`src/logic/cbrec_pkg.sv`:
```
// Package for the capture buffer recorder: offsets, fields, types
package cbrec_pkg;
   localparam int unsigned ADDR_W = 12;
   localparam logic [ADDR_W-1:0] OFF_CTRL = 12'h000;
   localparam logic [ADDR_W-1:0] OFF_CMD = 12'h004;
   localparam logic [ADDR_W-1:0] OFF_STAT = 12'h008;
   localparam logic [ADDR_W-1:0] OFF_IRQ = 12'h00C;
   localparam logic [ADDR_W-1:0] OFF_MASK = 12'h010;
   localparam logic [ADDR_W-1:0] OFF_WPTR = 12'h014;
   localparam logic [ADDR_W-1:0] OFF_FILES = 12'h018;
   localparam logic [ADDR_W-1:0] OFF_LOGCNT = 12'h01C;
   // Control register fields
   localparam int unsigned C_AREA = 0;
   localparam int unsigned C_PROT0 = 2;
   localparam int unsigned C_PROT1 = 3;
   localparam int unsigned C_FULLSTOP = 4;
   localparam int unsigned C_AUTOSAVE = 5;
   localparam int unsigned C_IDLE = 6;
   localparam int unsigned C_LINE = 7;
   localparam int unsigned C_BACKUP = 8;
   localparam int unsigned C_TSUNIT = 9;
   localparam int unsigned C_FSIZE = 12;
   localparam logic [31:0] CTRL_RST = 32'h0000_0000;
   localparam logic [11:0] MAXFILES_RST = 12'h003;
   localparam logic [11:0] MAXFILES_MAX = 12'h800;
   // Command bits
   localparam int unsigned K_RUN = 0;
   localparam int unsigned K_STOP = 1;
   localparam int unsigned K_LOAD = 2;
   // Interrupt bits
   localparam int unsigned I_FULL = 0;
   localparam int unsigned I_REFUSED = 1;
   localparam int unsigned I_FILE = 2;
   localparam int unsigned I_BACKUP = 3;
   localparam int unsigned I_W = 4;
   // Capacities in records of 4 bytes
   localparam longint unsigned BYTES_PER_REC = 4;
   localparam longint unsigned WHOLE_BYTES = 100_000_000;
   localparam longint unsigned HALF_BYTES = 50_000_000;
   localparam logic [25:0] WHOLE_RECS = 26'(WHOLE_BYTES / BYTES_PER_REC);
   localparam logic [25:0] HALF_RECS = 26'(HALF_BYTES / BYTES_PER_REC);
   localparam logic [25:0] MEG_RECS = 26'(1_048_576 / BYTES_PER_REC);
   // Time stamp steps in ns, clock 25 MHz
   localparam int unsigned CLK_NS = 40;
   localparam int unsigned T1US_NS = 1_000;
   localparam int unsigned T10MS_NS = 10_000_000;
   localparam int unsigned CYC_1US = T1US_NS / CLK_NS;
   localparam int unsigned CYC_10MS = T10MS_NS / CLK_NS;
   // Record types, upper two bits of a record
   localparam logic [1:0] RT_DATA = 2'h0;
   localparam logic [1:0] RT_IDLE = 2'h1;
   localparam logic [1:0] RT_STAMP = 2'h2;
   localparam logic [1:0] RT_LINE = 2'h3;
   typedef enum logic [1:0] {AREA_WHOLE, AREA_FIRST, AREA_SECOND} cbrec_area_t;
   typedef enum logic [2:0] {TS_OFF, TS_YMDHM, TS_MDHMS, TS_DHMS10M, TS_100US, TS_10US, TS_1US} cbrec_ts_t;
   typedef struct packed {
      logic valid;
      logic sendSide;
      logic [7:0] dataByte;
      logic [5:0] errFlags;
      logic frameStart;
      logic [6:0] lineState;
   } cbrec_item_t;
   typedef struct packed {
      logic valid;
      logic [25:0] addr;
      logic [31:0] word;
   } cbrec_wr_t;
endpackage : cbrec_pkg

```
`src/logic/cbrec_recorder.sv`:
```
// Capture buffer recording control with APB registers
//
// The APB register port and the address map were left to the implementer.
`timescale 1ns/1ps
`default_nettype none
module cbrec_recorder (
   input wire logic clock,
   input wire logic rst,
   input wire logic psel,
   input wire logic penable,
   input wire logic pwrite,
   input wire logic [cbrec_pkg::ADDR_W-1:0] paddr,
   input wire logic [31:0] pwdata,
   output logic [31:0] prdata,
   output logic pready,
   output logic pslverr,
   input wire cbrec_pkg::cbrec_item_t item,
   output cbrec_pkg::cbrec_wr_t memWr,
   output logic logFileDone,
   output logic backupReq,
   output logic irq
);
   import cbrec_pkg::*;

   // Control and status state
   logic [31:0] ctrl_q, ctrl_d;
   logic [11:0] maxFiles_q, maxFiles_d;
   logic [I_W-1:0] irqStat_q, irqStat_d, irqMask_q, irqMask_d;
   logic running_q, running_d, halted_q, halted_d;
   logic [1:0] filled_q, filled_d;
   logic [25:0] wptr_q, wptr_d, fileCnt_q, fileCnt_d;
   logic [11:0] files_q, files_d;
   logic [31:0] prdata_q, prdata_d;
   logic pready_q, pready_d, pslverr_q, pslverr_d;
   cbrec_wr_t memWr_q, memWr_d;
   logic logDone_q, logDone_d, backup_q, backup_d, irq_q, irq_d;
   logic [31:0] idleCnt_q, idleCnt_d, stamp_q, stamp_d;
   logic [31:0] tick_q, tick_d;
   logic [6:0] lastLine_q, lastLine_d;
   logic [31:0] pendWord_q, pendWord_d;
   logic pend_q, pend_d;

   cbrec_area_t area;
   cbrec_ts_t tsUnit;
   logic [25:0] capRecs, baseRecs, fileRecs;
   logic partSel, protHit, wrAcc;
   logic [2:0] fsize;

   function automatic logic [32-1:0] stamp_step(input cbrec_ts_t u);
      // Calendar step is far wider than 16 bits, so the tick is a full word
      unique case (u)
         TS_100US: stamp_step = 32'(100 * CYC_1US);
         TS_10US: stamp_step = 32'(10 * CYC_1US);
         TS_1US: stamp_step = 32'(CYC_1US);
         default: stamp_step = 32'(CYC_10MS);
      endcase
   endfunction : stamp_step

   function automatic logic [31:0] make_rec(input logic [1:0] kind, input logic [29:0] body);
      make_rec = {kind, body};
   endfunction : make_rec

   always_comb begin
      area = cbrec_area_t'(ctrl_q[C_AREA +: 2]);
      tsUnit = cbrec_ts_t'(ctrl_q[C_TSUNIT +: 3]);
      fsize = ctrl_q[C_FSIZE +: 3];
      partSel = (area == AREA_SECOND);
      capRecs = (area == AREA_WHOLE) ? WHOLE_RECS : HALF_RECS;
      baseRecs = partSel ? HALF_RECS : 26'h0;
      fileRecs = (fsize == 3'h0) ? capRecs : 26'(MEG_RECS << (fsize - 3'h1));
      protHit = partSel ? ctrl_q[C_PROT1] : ctrl_q[C_PROT0];
      wrAcc = psel && penable && pwrite;
   end

   always_comb begin
      logic doRun, doStop, doLoad, evFull, evRef, evFile, evBak, wrote;
      logic [31:0] recWord;
      logic [31:0] dataWord;
      // Bit 9 stays clear as a spare between side and error flags
      dataWord = make_rec(RT_DATA, {6'h0, item.lineState & {7{ctrl_q[C_LINE]}},
         item.frameStart, item.errFlags, 1'b0, item.sendSide, item.dataByte});
      ctrl_d = ctrl_q;
      maxFiles_d = maxFiles_q;
      irqMask_d = irqMask_q;
      running_d = running_q;
      halted_d = halted_q;
      filled_d = filled_q;
      wptr_d = wptr_q;
      fileCnt_d = fileCnt_q;
      files_d = files_q;
      idleCnt_d = idleCnt_q;
      stamp_d = stamp_q;
      tick_d = tick_q;
      lastLine_d = lastLine_q;
      pendWord_d = pendWord_q;
      pend_d = pend_q;
      memWr_d = '0;
      logDone_d = 1'b0;
      backup_d = 1'b0;
      evFull = 1'b0;
      evRef = 1'b0;
      evFile = 1'b0;
      evBak = 1'b0;
      wrote = 1'b0;
      recWord = '0;
      doRun = 1'b0;
      doStop = 1'b0;
      doLoad = 1'b0;
      pready_d = 1'b0;
      pslverr_d = 1'b0;
      prdata_d = prdata_q;
      // APB slave: one wait state, answer on second access cycle
      if (psel && penable && !pready_q) begin
         pready_d = 1'b1;
         unique case (paddr)
            OFF_CTRL: prdata_d = ctrl_q;
            OFF_CMD: prdata_d = 32'h0;
            OFF_STAT: prdata_d = {28'h0, filled_q, halted_q, running_q};
            OFF_IRQ: prdata_d = {28'h0, irqStat_q};
            OFF_MASK: prdata_d = {28'h0, irqMask_q};
            OFF_WPTR: prdata_d = {6'h0, wptr_q};
            OFF_FILES: prdata_d = {20'h0, maxFiles_q};
            OFF_LOGCNT: prdata_d = {20'h0, files_q};
            default: begin
               prdata_d = 32'h0;
               pslverr_d = 1'b1;
            end
         endcase
         if (pwrite) begin
            unique case (paddr)
               // Settings frozen while measuring keeps records consistent
               OFF_CTRL: if (!running_q) ctrl_d = pwdata;
               OFF_CMD: begin
                  doRun = pwdata[K_RUN];
                  doStop = pwdata[K_STOP];
                  doLoad = pwdata[K_LOAD];
               end
               OFF_MASK: irqMask_d = pwdata[I_W-1:0];
               OFF_FILES: if (pwdata[11:0] != 12'h0 && pwdata[11:0] <= MAXFILES_MAX)
                  maxFiles_d = pwdata[11:0];
               default: ;
            endcase
         end
      end
      if ((doRun || doLoad) && !running_q) begin
         if (protHit && filled_q[partSel]) begin
            evRef = 1'b1;
         end else begin
            wptr_d = 26'h0;
            filled_d[partSel] = 1'b0;
            running_d = doRun;
            halted_d = 1'b0;
            fileCnt_d = 26'h0;
            files_d = 12'h0;
            idleCnt_d = 32'h0;
            stamp_d = 32'h0;
            tick_d = 32'h0;
            lastLine_d = item.lineState;
            // A record left pending by a stop must not leak into the new run
            pend_d = 1'b0;
         end
      end
      if (doStop && running_q) begin
         running_d = 1'b0;
         evBak = ctrl_q[C_BACKUP];
         backup_d = ctrl_q[C_BACKUP];
      end
      if (running_q && !halted_q) begin
         // Elapsed time counter, step per unit
         if (tick_q >= stamp_step(tsUnit) - 32'h1) begin
            tick_d = 32'h0;
            stamp_d = stamp_q + 32'h1;
         end else begin
            tick_d = tick_q + 32'h1;
         end
         if (item.valid) begin
            // Extra record goes first, data word next cycle if no new item is valid then; idle may shadow stamp
            if (ctrl_q[C_IDLE] && idleCnt_q != 32'h0) begin
               recWord = make_rec(RT_IDLE, idleCnt_q[29:0]);
               pendWord_d = dataWord;
               pend_d = 1'b1;
            end else if (tsUnit != TS_OFF && item.frameStart) begin
               recWord = make_rec(RT_STAMP, stamp_q[29:0]);
               pendWord_d = dataWord;
               pend_d = 1'b1;
            end else begin
               recWord = dataWord;
            end
            wrote = 1'b1;
            idleCnt_d = 32'h0;
         end else if (pend_q) begin
            recWord = pendWord_q;
            pend_d = 1'b0;
            wrote = 1'b1;
         end else if (ctrl_q[C_LINE] && item.lineState != lastLine_q) begin
            recWord = make_rec(RT_LINE, {23'h0, item.lineState});
            wrote = 1'b1;
            idleCnt_d = 32'h0;
         end else if (ctrl_q[C_IDLE]) begin
            idleCnt_d = idleCnt_q + 32'h1;
         end
         lastLine_d = item.lineState;
         if (wrote) begin
            memWr_d.valid = 1'b1;
            memWr_d.addr = baseRecs + wptr_q;
            // Only the recorder writes memory; no bus path edits records
            memWr_d.word = recWord;
            // Any record marks the partition as holding data for protection
            filled_d[partSel] = 1'b1;
            if (wptr_q == capRecs - 26'h1) begin
               evFull = 1'b1;
               wptr_d = 26'h0;
               halted_d = ctrl_q[C_FULLSTOP];
            end else begin
               wptr_d = wptr_q + 26'h1;
            end
            if (ctrl_q[C_AUTOSAVE] && files_q < maxFiles_q) begin
               if (fileCnt_q == fileRecs - 26'h1) begin
                  fileCnt_d = 26'h0;
                  files_d = files_q + 12'h1;
                  logDone_d = 1'b1;
                  evFile = 1'b1;
               end else begin
                  fileCnt_d = fileCnt_q + 26'h1;
               end
            end
         end
      end
      // Write one to clear; a new event wins over the clear
      irqStat_d = irqStat_q;
      if (wrAcc && !pready_q && paddr == OFF_IRQ)
         irqStat_d = irqStat_q & ~pwdata[I_W-1:0];
      irqStat_d = irqStat_d | {evBak, evFile, evRef, evFull};
      irq_d = |(irqStat_d & irqMask_d);
   end

   always_ff @(posedge clock or posedge rst) begin
      if (rst) begin
         ctrl_q <= CTRL_RST;
         maxFiles_q <= MAXFILES_RST;
         irqStat_q <= '0;
         irqMask_q <= '0;
         running_q <= 1'b0;
         halted_q <= 1'b0;
         filled_q <= 2'h0;
         wptr_q <= '0;
         fileCnt_q <= '0;
         files_q <= '0;
         prdata_q <= '0;
         pready_q <= 1'b0;
         pslverr_q <= 1'b0;
         memWr_q <= '0;
         logDone_q <= 1'b0;
         backup_q <= 1'b0;
         irq_q <= 1'b0;
         idleCnt_q <= '0;
         stamp_q <= '0;
         tick_q <= '0;
         lastLine_q <= '0;
         pendWord_q <= '0;
         pend_q <= 1'b0;
      end else begin
         ctrl_q <= ctrl_d;
         maxFiles_q <= maxFiles_d;
         irqStat_q <= irqStat_d;
         irqMask_q <= irqMask_d;
         running_q <= running_d;
         halted_q <= halted_d;
         filled_q <= filled_d;
         wptr_q <= wptr_d;
         fileCnt_q <= fileCnt_d;
         files_q <= files_d;
         prdata_q <= prdata_d;
         pready_q <= pready_d;
         pslverr_q <= pslverr_d;
         memWr_q <= memWr_d;
         logDone_q <= logDone_d;
         backup_q <= backup_d;
         irq_q <= irq_d;
         idleCnt_q <= idleCnt_d;
         stamp_q <= stamp_d;
         tick_q <= tick_d;
         lastLine_q <= lastLine_d;
         pendWord_q <= pendWord_d;
         pend_q <= pend_d;
      end
   end

   assign prdata = prdata_q;
   assign pready = pready_q;
   assign pslverr = pslverr_q;
   assign memWr = memWr_q;
   assign logFileDone = logDone_q;
   assign backupReq = backup_q;
   assign irq = irq_q;

   // Refused run or load, mirrored for the checks below
   logic evRefTrack;
   assign evRefTrack = pready_d && wrAcc && paddr == OFF_CMD && (pwdata[K_RUN] || pwdata[K_LOAD])
      && !running_q && protHit && filled_q[partSel];

   chk_whole_capacity: assert property (@(posedge clock) disable iff (rst)
      memWr.valid && ctrl_q[C_AREA +: 2] == 2'h0 |-> memWr.addr < WHOLE_RECS)
      else $error("whole buffer write out of range");
   chk_second_half: assert property (@(posedge clock) disable iff (rst)
      memWr.valid && ctrl_q[C_AREA +: 2] == 2'h2 |-> memWr.addr >= HALF_RECS)
      else $error("second half write below partition");
   chk_record_step: assert property (@(posedge clock) disable iff (rst)
      memWr_d.valid && running_q && !halted_d && wptr_q != capRecs - 26'h1
      |=> wptr_q == $past(wptr_q) + 26'h1)
      else $error("write pointer did not step by one record");
   chk_item_record: assert property (@(posedge clock) disable iff (rst)
      item.valid && running_q && !halted_q |=> memWr.valid)
      else $error("received item left unrecorded");
   chk_run_clears: assert property (@(posedge clock) disable iff (rst)
      $rose(running_q) |-> wptr_q == 26'h0 && !halted_q && tick_q == 32'h0)
      else $error("new run kept old pointer");
   chk_protect_refuse: assert property (@(posedge clock) disable iff (rst)
      evRefTrack |=> $stable(filled_q) && !running_q)
      else $error("protected partition overwritten");
   chk_refuse_flag: assert property (@(posedge clock) disable iff (rst)
      evRefTrack |=> irqStat_q[I_REFUSED])
      else $error("refused run not flagged");
   chk_ring_wrap: assert property (@(posedge clock) disable iff (rst)
      memWr_d.valid && !ctrl_q[C_FULLSTOP] && wptr_q == capRecs - 26'h1 |=> wptr_q == 26'h0 && !halted_q)
      else $error("ring buffer did not wrap");
   chk_full_halt: assert property (@(posedge clock) disable iff (rst)
      halted_q && running_q |-> ##1 !memWr.valid)
      else $error("write while halted");
   // The limit may be lowered between runs, so only each new file is judged
   chk_file_limit: assert property (@(posedge clock) disable iff (rst)
      maxFiles_q >= 12'h1 && maxFiles_q <= MAXFILES_MAX
      && (!logFileDone || $past(files_q) < $past(maxFiles_q)))
      else $error("log file count over limit");
   chk_file_gate: assert property (@(posedge clock) disable iff (rst)
      logFileDone |-> ctrl_q[C_AUTOSAVE])
      else $error("log file done with auto save off");
   chk_idle_gate: assert property (@(posedge clock) disable iff (rst)
      memWr.valid && !ctrl_q[C_IDLE] |-> memWr.word[31:30] != RT_IDLE)
      else $error("idle record while idle time off");
   chk_stamp_gate: assert property (@(posedge clock) disable iff (rst)
      memWr.valid && ctrl_q[C_TSUNIT +: 3] == 3'h0 |-> memWr.word[31:30] != RT_STAMP)
      else $error("stamp record while stamps off");
   chk_stamp_then_data: assert property (@(posedge clock) disable iff (rst)
      memWr.valid && memWr.word[31:30] == RT_STAMP && running_q && !halted_q && !item.valid
      |=> memWr.valid && memWr.word[31:30] == RT_DATA && memWr.word[16])
      else $error("stamp not followed by its character");
   chk_backup_stop: assert property (@(posedge clock) disable iff (rst)
      backupReq |-> $past(running_q) && !running_q && ctrl_q[C_BACKUP])
      else $error("backup without stop");
   chk_tick_range: assert property (@(posedge clock) disable iff (rst)
      running_q |-> tick_q < stamp_step(tsUnit))
      else $error("time stamp tick beyond its unit");
   // Idle and stamp bodies may use bits 23:17, so only data records count
   chk_line_gate: assert property (@(posedge clock) disable iff (rst)
      memWr.valid && !ctrl_q[C_LINE] |-> memWr.word[31:30] != RT_LINE
      && (memWr.word[31:30] != RT_DATA || memWr.word[23:17] == 7'h0))
      else $error("line state recorded while off");
endmodule : cbrec_recorder
`default_nettype wire

```
`config.mk`:
```
export PLATFORM = sky130hd
export DESIGN_NAME = cbrec_recorder
export DESIGN_NICKNAME = d
export VERILOG_FILES = /design/src/logic/cbrec_pkg.sv /design/src/logic/cbrec_recorder.sv
export SDC_FILE = /design/constraint.sdc
export NUM_CORES = 1
export LEC_CHECK = 0
export BUFFER_PORTS_ARGS = -buffer_cell sky130_fd_sc_hd__buf_2
export CORE_MARGIN = 2
export CORE_UTILIZATION = 60
export CTS_CLUSTER_DIAMETER = 80
export DETAILED_ROUTE_END_ITERATION = 6
export PLACE_DENSITY = 0.89
export RECOVER_POWER = 25
export SETUP_SLACK_MARGIN = 0.15
export SLEW_MARGIN = 20
export SYNTH_ARGS = -nofsm -noshare
export SYNTH_HDL_FRONTEND = slang
export SYNTH_SLANG_ARGS = --single-unit
```
`constraint.sdc`:
```
create_clock -name clock -period 13.17 [get_ports clock]
set_clock_uncertainty 0.05 [all_clocks]
set_input_delay 0.6585 -clock clock [delete_from_list [all_inputs] [get_ports clock]]
set_output_delay 0.6585 -clock clock [all_outputs]
set_load 0.01 [all_outputs]
```
* Word level (Yosys, flattened, before mapping) *
Index checks and enable logic that the tools add are counted.

operators by class
  add/subtract/negate cells = 11
  magnitude comparators = 5
  equal/unequal tests = 16
  shift-type cells = 1
  multiplexer cells = 104
  bitwise operators = 9
  reductions and logical operators = 35

operator list
  operator                                                              count
  32-bit two-way mux                                                    23
  26-bit two-way mux                                                    12
  32-bit case mux with 7 select lines                                   1
  59-bit two-way mux                                                    2
  32-bit by 1-bit adder with 32-bit output, second input constant       3
  12-bit two-way mux                                                    6
  18-bit case mux with 3 select lines                                   1
  26-bit by 1-bit adder with 26-bit output, second input constant       2
  26-bit == test                                                        2
  12-bit by 5-bit == test with 1-bit output, second input constant      4
  1-bit two-way mux                                                     45
  32-bit >= comparator                                                  1
  32-bit nonzero test                                                   1
  32-bit by 1-bit subtractor with 32-bit output, second input constant  1
  24-bit by 26-bit adder with 26-bit output                             1
  19-bit by 3-bit left shift with 26-bit output, first input constant   1
  25-bit by 1-bit subtractor with 26-bit output, second input constant  1
  26-bit by 1-bit subtractor with 26-bit output, second input constant  1
  25-bit two-way mux                                                    1
  12-bit by 4-bit == test with 1-bit output, second input constant      2
  24-bit two-way mux                                                    1
  7-bit two-way mux                                                     3
  4-bit two-way mux                                                     4
  1-bit logical AND                                                     15
  other kinds (34)                                                      47

storage, ports and cells
  flip-flop bits (word level) = 352
  input bits = 73
  output and inout bits = 96

* Depth between registers and ports, before layout *
  word-level depth = 12
  gate-level depth with buffers = 17

* Least setup slack after synthesis *
No wires, ideal clock.

  path type = flip-flop to flip-flop
  start = register ctrl_q[12]
  end = register files_q[10]
  library setup time = 118 ps
  arrival = 3,277 ps
  data required time = 13,002 ps
  slack = 9,724 ps
  stages on the path, launching flop included = 15
  cell sequence = dfrtp_1 > buf_2 > buf_2 > or2_2 > ha_1 > buf_4 > and2_1 > o311ai_1 > o21ai_0 > a221o_1 > or4_1 > buf_2 > and2_1 > buf_6 > a21o_1

between the ends
  longest elaborated chain between the ends = 9

ends and longest elaborated chain
  element                                            RTL line               RTL
  from (decl)                                        cbrec_recorder.sv:26   logic [31:0] ctrl_q, ctrl_d;
  from (signal assigned)                             cbrec_recorder.sv:263  ctrl_q <= ctrl_d;
  3-bit by 1-bit subtractor with 3-bit output        cbrec_recorder.sv:70   fileRecs = (fsize == 3'h0) ? capRecs : 26'(MEG_RECS << (fsize - 3'h1));
  19-bit by 3-bit left shift with 26-bit output      cbrec_recorder.sv:70
  26-bit two-way mux (*)                             cbrec_recorder.sv:70
  26-bit by 1-bit subtractor with 26-bit output (*)  cbrec_recorder.sv:218  if (fileCnt_q == fileRecs - 26'h1) begin
  26-bit == test (*)                                 cbrec_recorder.sv:218
  12-bit two-way mux (*)                             cbrec_recorder.sv:218
  12-bit two-way mux (*)                             cbrec_recorder.sv:217  if (ctrl_q[C_AUTOSAVE] && files_q < maxFiles_q) begin
  12-bit two-way mux (*)                             cbrec_recorder.sv:203  if (wrote) begin
  12-bit two-way mux (*)                             cbrec_recorder.sv:168  if (running_q && !halted_q) begin
  via files_d[10]                                    cbrec_recorder.sv:32   logic [11:0] files_q, files_d;
  to (signal assigned)                               cbrec_recorder.sv:272  files_q <= files_d;
  to (decl)                                          cbrec_recorder.sv:32

The timed path passes the listed nets; every way through them passes the cells marked *.
A chain may end at the register's enable or synchronous reset.

==> qor.yml <==
timing:
  fin_crit_sh_pct: 43.8
  rsz0062_at_grt: "no"
  fin_crit_ns: 5.77
  hold_ws_ns: 0.294
  tns_ns: 0
  drv_slew: 108
  relSlewSlack_pct: -220
  setup_ws_ns: 7.40
  finalSetupViolCount: 0
  worst_pin_slew_ns: 4.77
  fmax_mhz: 173
  hold_viol: 0
power:
  p_clk_share_pct: 48.1
  p_leak_nw: 9.17
  powerDensity_nw_per_um2: 112
  p_total_mw: 2.30
  switching_power_mw: 0.525
  power.share.switching_pct: 22.8
  vdd_drop_max_mv: 0.0874
  p_int_mw: 1.78
  combPwrFrac_pct: 4.7
  seq_power_share_pct: 47.3
clock_tree:
  cts_tree: "yes"
  cts_sinks: 341
  root_buffer: "clkbuf_16"
  clk_pin_slew_ns: 0.06
  cts_buffers: 37
  cts_resized: 0
  clk_path_buf_depth: 3
  postCtsSetupRepairBufs: 0
  h-tree-depth: 2
  clk_latency_ns: 0.54
  cts_hold_buf: 0
finish:
  post-route-cell-area_sq_um: 20600
  final_common_cell: "dfrtp_1"
  layout-drive-gt1-share_pct: 11.3
  fin_util_pct: 67.8
  areaGrowthSynthToFinish_pct: 12.0
  nets: 2261
  stdcell_count: 2559
  mostFrequentLayoutCells: "338 x dfrtp_1, 322 x nand2_1, 167 x o21ai_0, 150 x nor2_1, 108 x nand3_1"
min_path:
  min-delay-start: "item[17]"
  min_path_cells: 3
  hold_class: "primary input to flop"
floorplan:
  die_area_sq_um: 32000
  die_width_microns: 179
  core.rowCount: 64
  die_y_microns: 179
  initial_core_util_pct: 60.5
  io_pins: 169
  core-area_sq_um: 30300
routing:
  drc: 0
  ant_nets: 0
  first_pass_iters: 5
  viasPerCell: 6.62
  route.vias.total: 17000
  wl_per_cell_microns: 20.5
  wl_mm: 52.5
  initialDrtViolationCount: 2051
outcome:
  violations: "max-capacitance violations, max-slew violations"
  status: "finished with violations"
critical_path:
  timing.rr.start: "pready$_DFF_PP0_"
  cp_slowest_cell: "clkinvlp_2"
  critical_path_class: "primary input to asynchronous set/reset pin"
  critPathArrivalTime_ns: 6.16
  crit_required_ns: 13.56
  crit_start: "rst"
  max_stage_delay_ns: 2.62
  path_buf_inv: 5
  cp_common_cell: "buf_4"
  cp_max_fo: 107
  cp.depth: 5
  endpoint_kind: "asynchronous set/reset pin"
  cp_top_family: "buffers and inverters"
  path_cells: "buf_2, clkinvlp_2, buf_4, buf_6, buf_4"
  critPathLaunchType: "primary input"
  reg2reg_depth: 12
yosys:
  netlist_top_cells_area: "dfrtp_1 46%, nand2_1 6.6%, o21ai_0 4.6%"
  muxShareOfSynthArea_pct: 4.94
  synthSimpleGateAreaFrac_pct: 21.8
  synth_top_family_by_area: "simple AND/OR/NAND/NOR gates"
  ys_async_sr_fraction_pct: 100
  synth_cell_type_count: 76
  yosysTopAreaCell: "dfrtp_1"
  yosys_warnings: 0
  netlist.area_leader.share_pct: 46.2
  netlist_area_sq_um: 18400
  synth_flop_cell: "dfrtp_1"
  yosysSeqAreaShare_pct: 46.5
  synth_compound_area_share_pct: 17.7
  synth_edf_count: 0
  yosys.area_share.adder_pct: 3.61
  synth.avg_cell_area_sq_um: 9.05
  synth_seq_cells: 341
  synthXorXnorAreaFrac_pct: 1.91
  postSynthCellCount: 2031
place:
  gp_congestion: 0.944
  place_ws_ns: 8.76
  portBuffers: 168
  place_inst: 2492
  dpl_cell_area_sq_um: 19400
  dp_hpwl_mm: 35.4
global_routing:
  grt_usage_pct: 32.5
  first_global_vias: 16300
  grt_overflow_total: 0
  grt_max_degree: 108
  antenna_found_initial: 1
  grt_pass1_wl_mm: 83.4
job:
  maxCapViolations: 1
registers in the layout, summed over array words and instances, names as in the netlist, 7 cells and up:
name / flops
ctrl_q: 32
fileCnt_q: 26
files_q: 12
idleCnt_q: 32
lastLine_q: 7
maxFiles_q: 12
memWr: 59
pendWord_q: 23
prdata: 32
stamp_q: 30
tick_q: 32
wptr_q: 26
Yosys cell counts, types with 30 or more instances:
library cell / number
nand2_1: 322
a21oi_1: 96
o21ai_0: 169
a31oi_1: 38
nor2_1: 151
inv_1: 36
dfrtp_1: 339
and3_1: 47
nand2b_1: 31
nor4_1: 31
o31ai_1: 30
ha_1: 53
nand4_1: 32
clkbuf_1: 98
mux2_2: 54
nand3_1: 108
final timing paths:
path / to / slack, ns
min in group asynchronous: fileCnt_q[7]$_DFF_PP0_ / 1.52
max: pend_q$_DFF_PP0_ / 7.40
min reg2reg: fileCnt_q[25]$_DFF_PP0_ / 0.43
max reg2reg: idleCnt_q[10]$_DFF_PP0_ / 8.30
min: pendWord_q[3]$_DFFE_PP0P_ / 0.29
max in group clock: idleCnt_q[10]$_DFF_PP0_ / 8.30
tightest hold or removal path: stages:
cell	delay, ns
buf_2	0.09
nand2_1	0.05
nand2_1	0.05
layer usage:
metal / up-vias / GRT usage (%) / routed length, microns
met5: - / 0 / 0
met4: 0 / 15.1 / 2290
met3: 201 / 6.38 / 5250
met2: 1025 / 52.3 / 25000
met1: 8158 / 42.5 / 20000
li1: 7568 / - / -
cell type report:
cell class              count  area (sq um)
inverters                  37           140
well taps                 396           495
repair buffers            187           876
fillers                  2308          9760
flip-flops and latches    341          8540
clock buffers              51          1050
diodes                      1          2.50
multi-input cells        1531          9250
clock inverters            15           236
kinds of logic after synthesis:
kind of cell / count (synthesis)
xor gates and xnor gates: 40
AOI/OAI and AO/OA: 510
buffers and inverters: 161
muxes: 79
adders and majority gates: 53
and+or+nand+nor: 846
other: 1
DFF: 341
power groups by stage:
stage / clock network, mW / logic (mW) / registers [mW]
finish: 1.11 / 0.107 / 1.09
global route: 1.16 / 0.120 / 1.09
CTS: 1.12 / 0.109 / 1.09
detailed placement: 0 / 0.107 / 1.10
global placement: 0 / 0.103 / 1.10
floorplan: 0 / 0.0671 / 1.10
No activity file was read; power rests on OpenSTA's default activity.
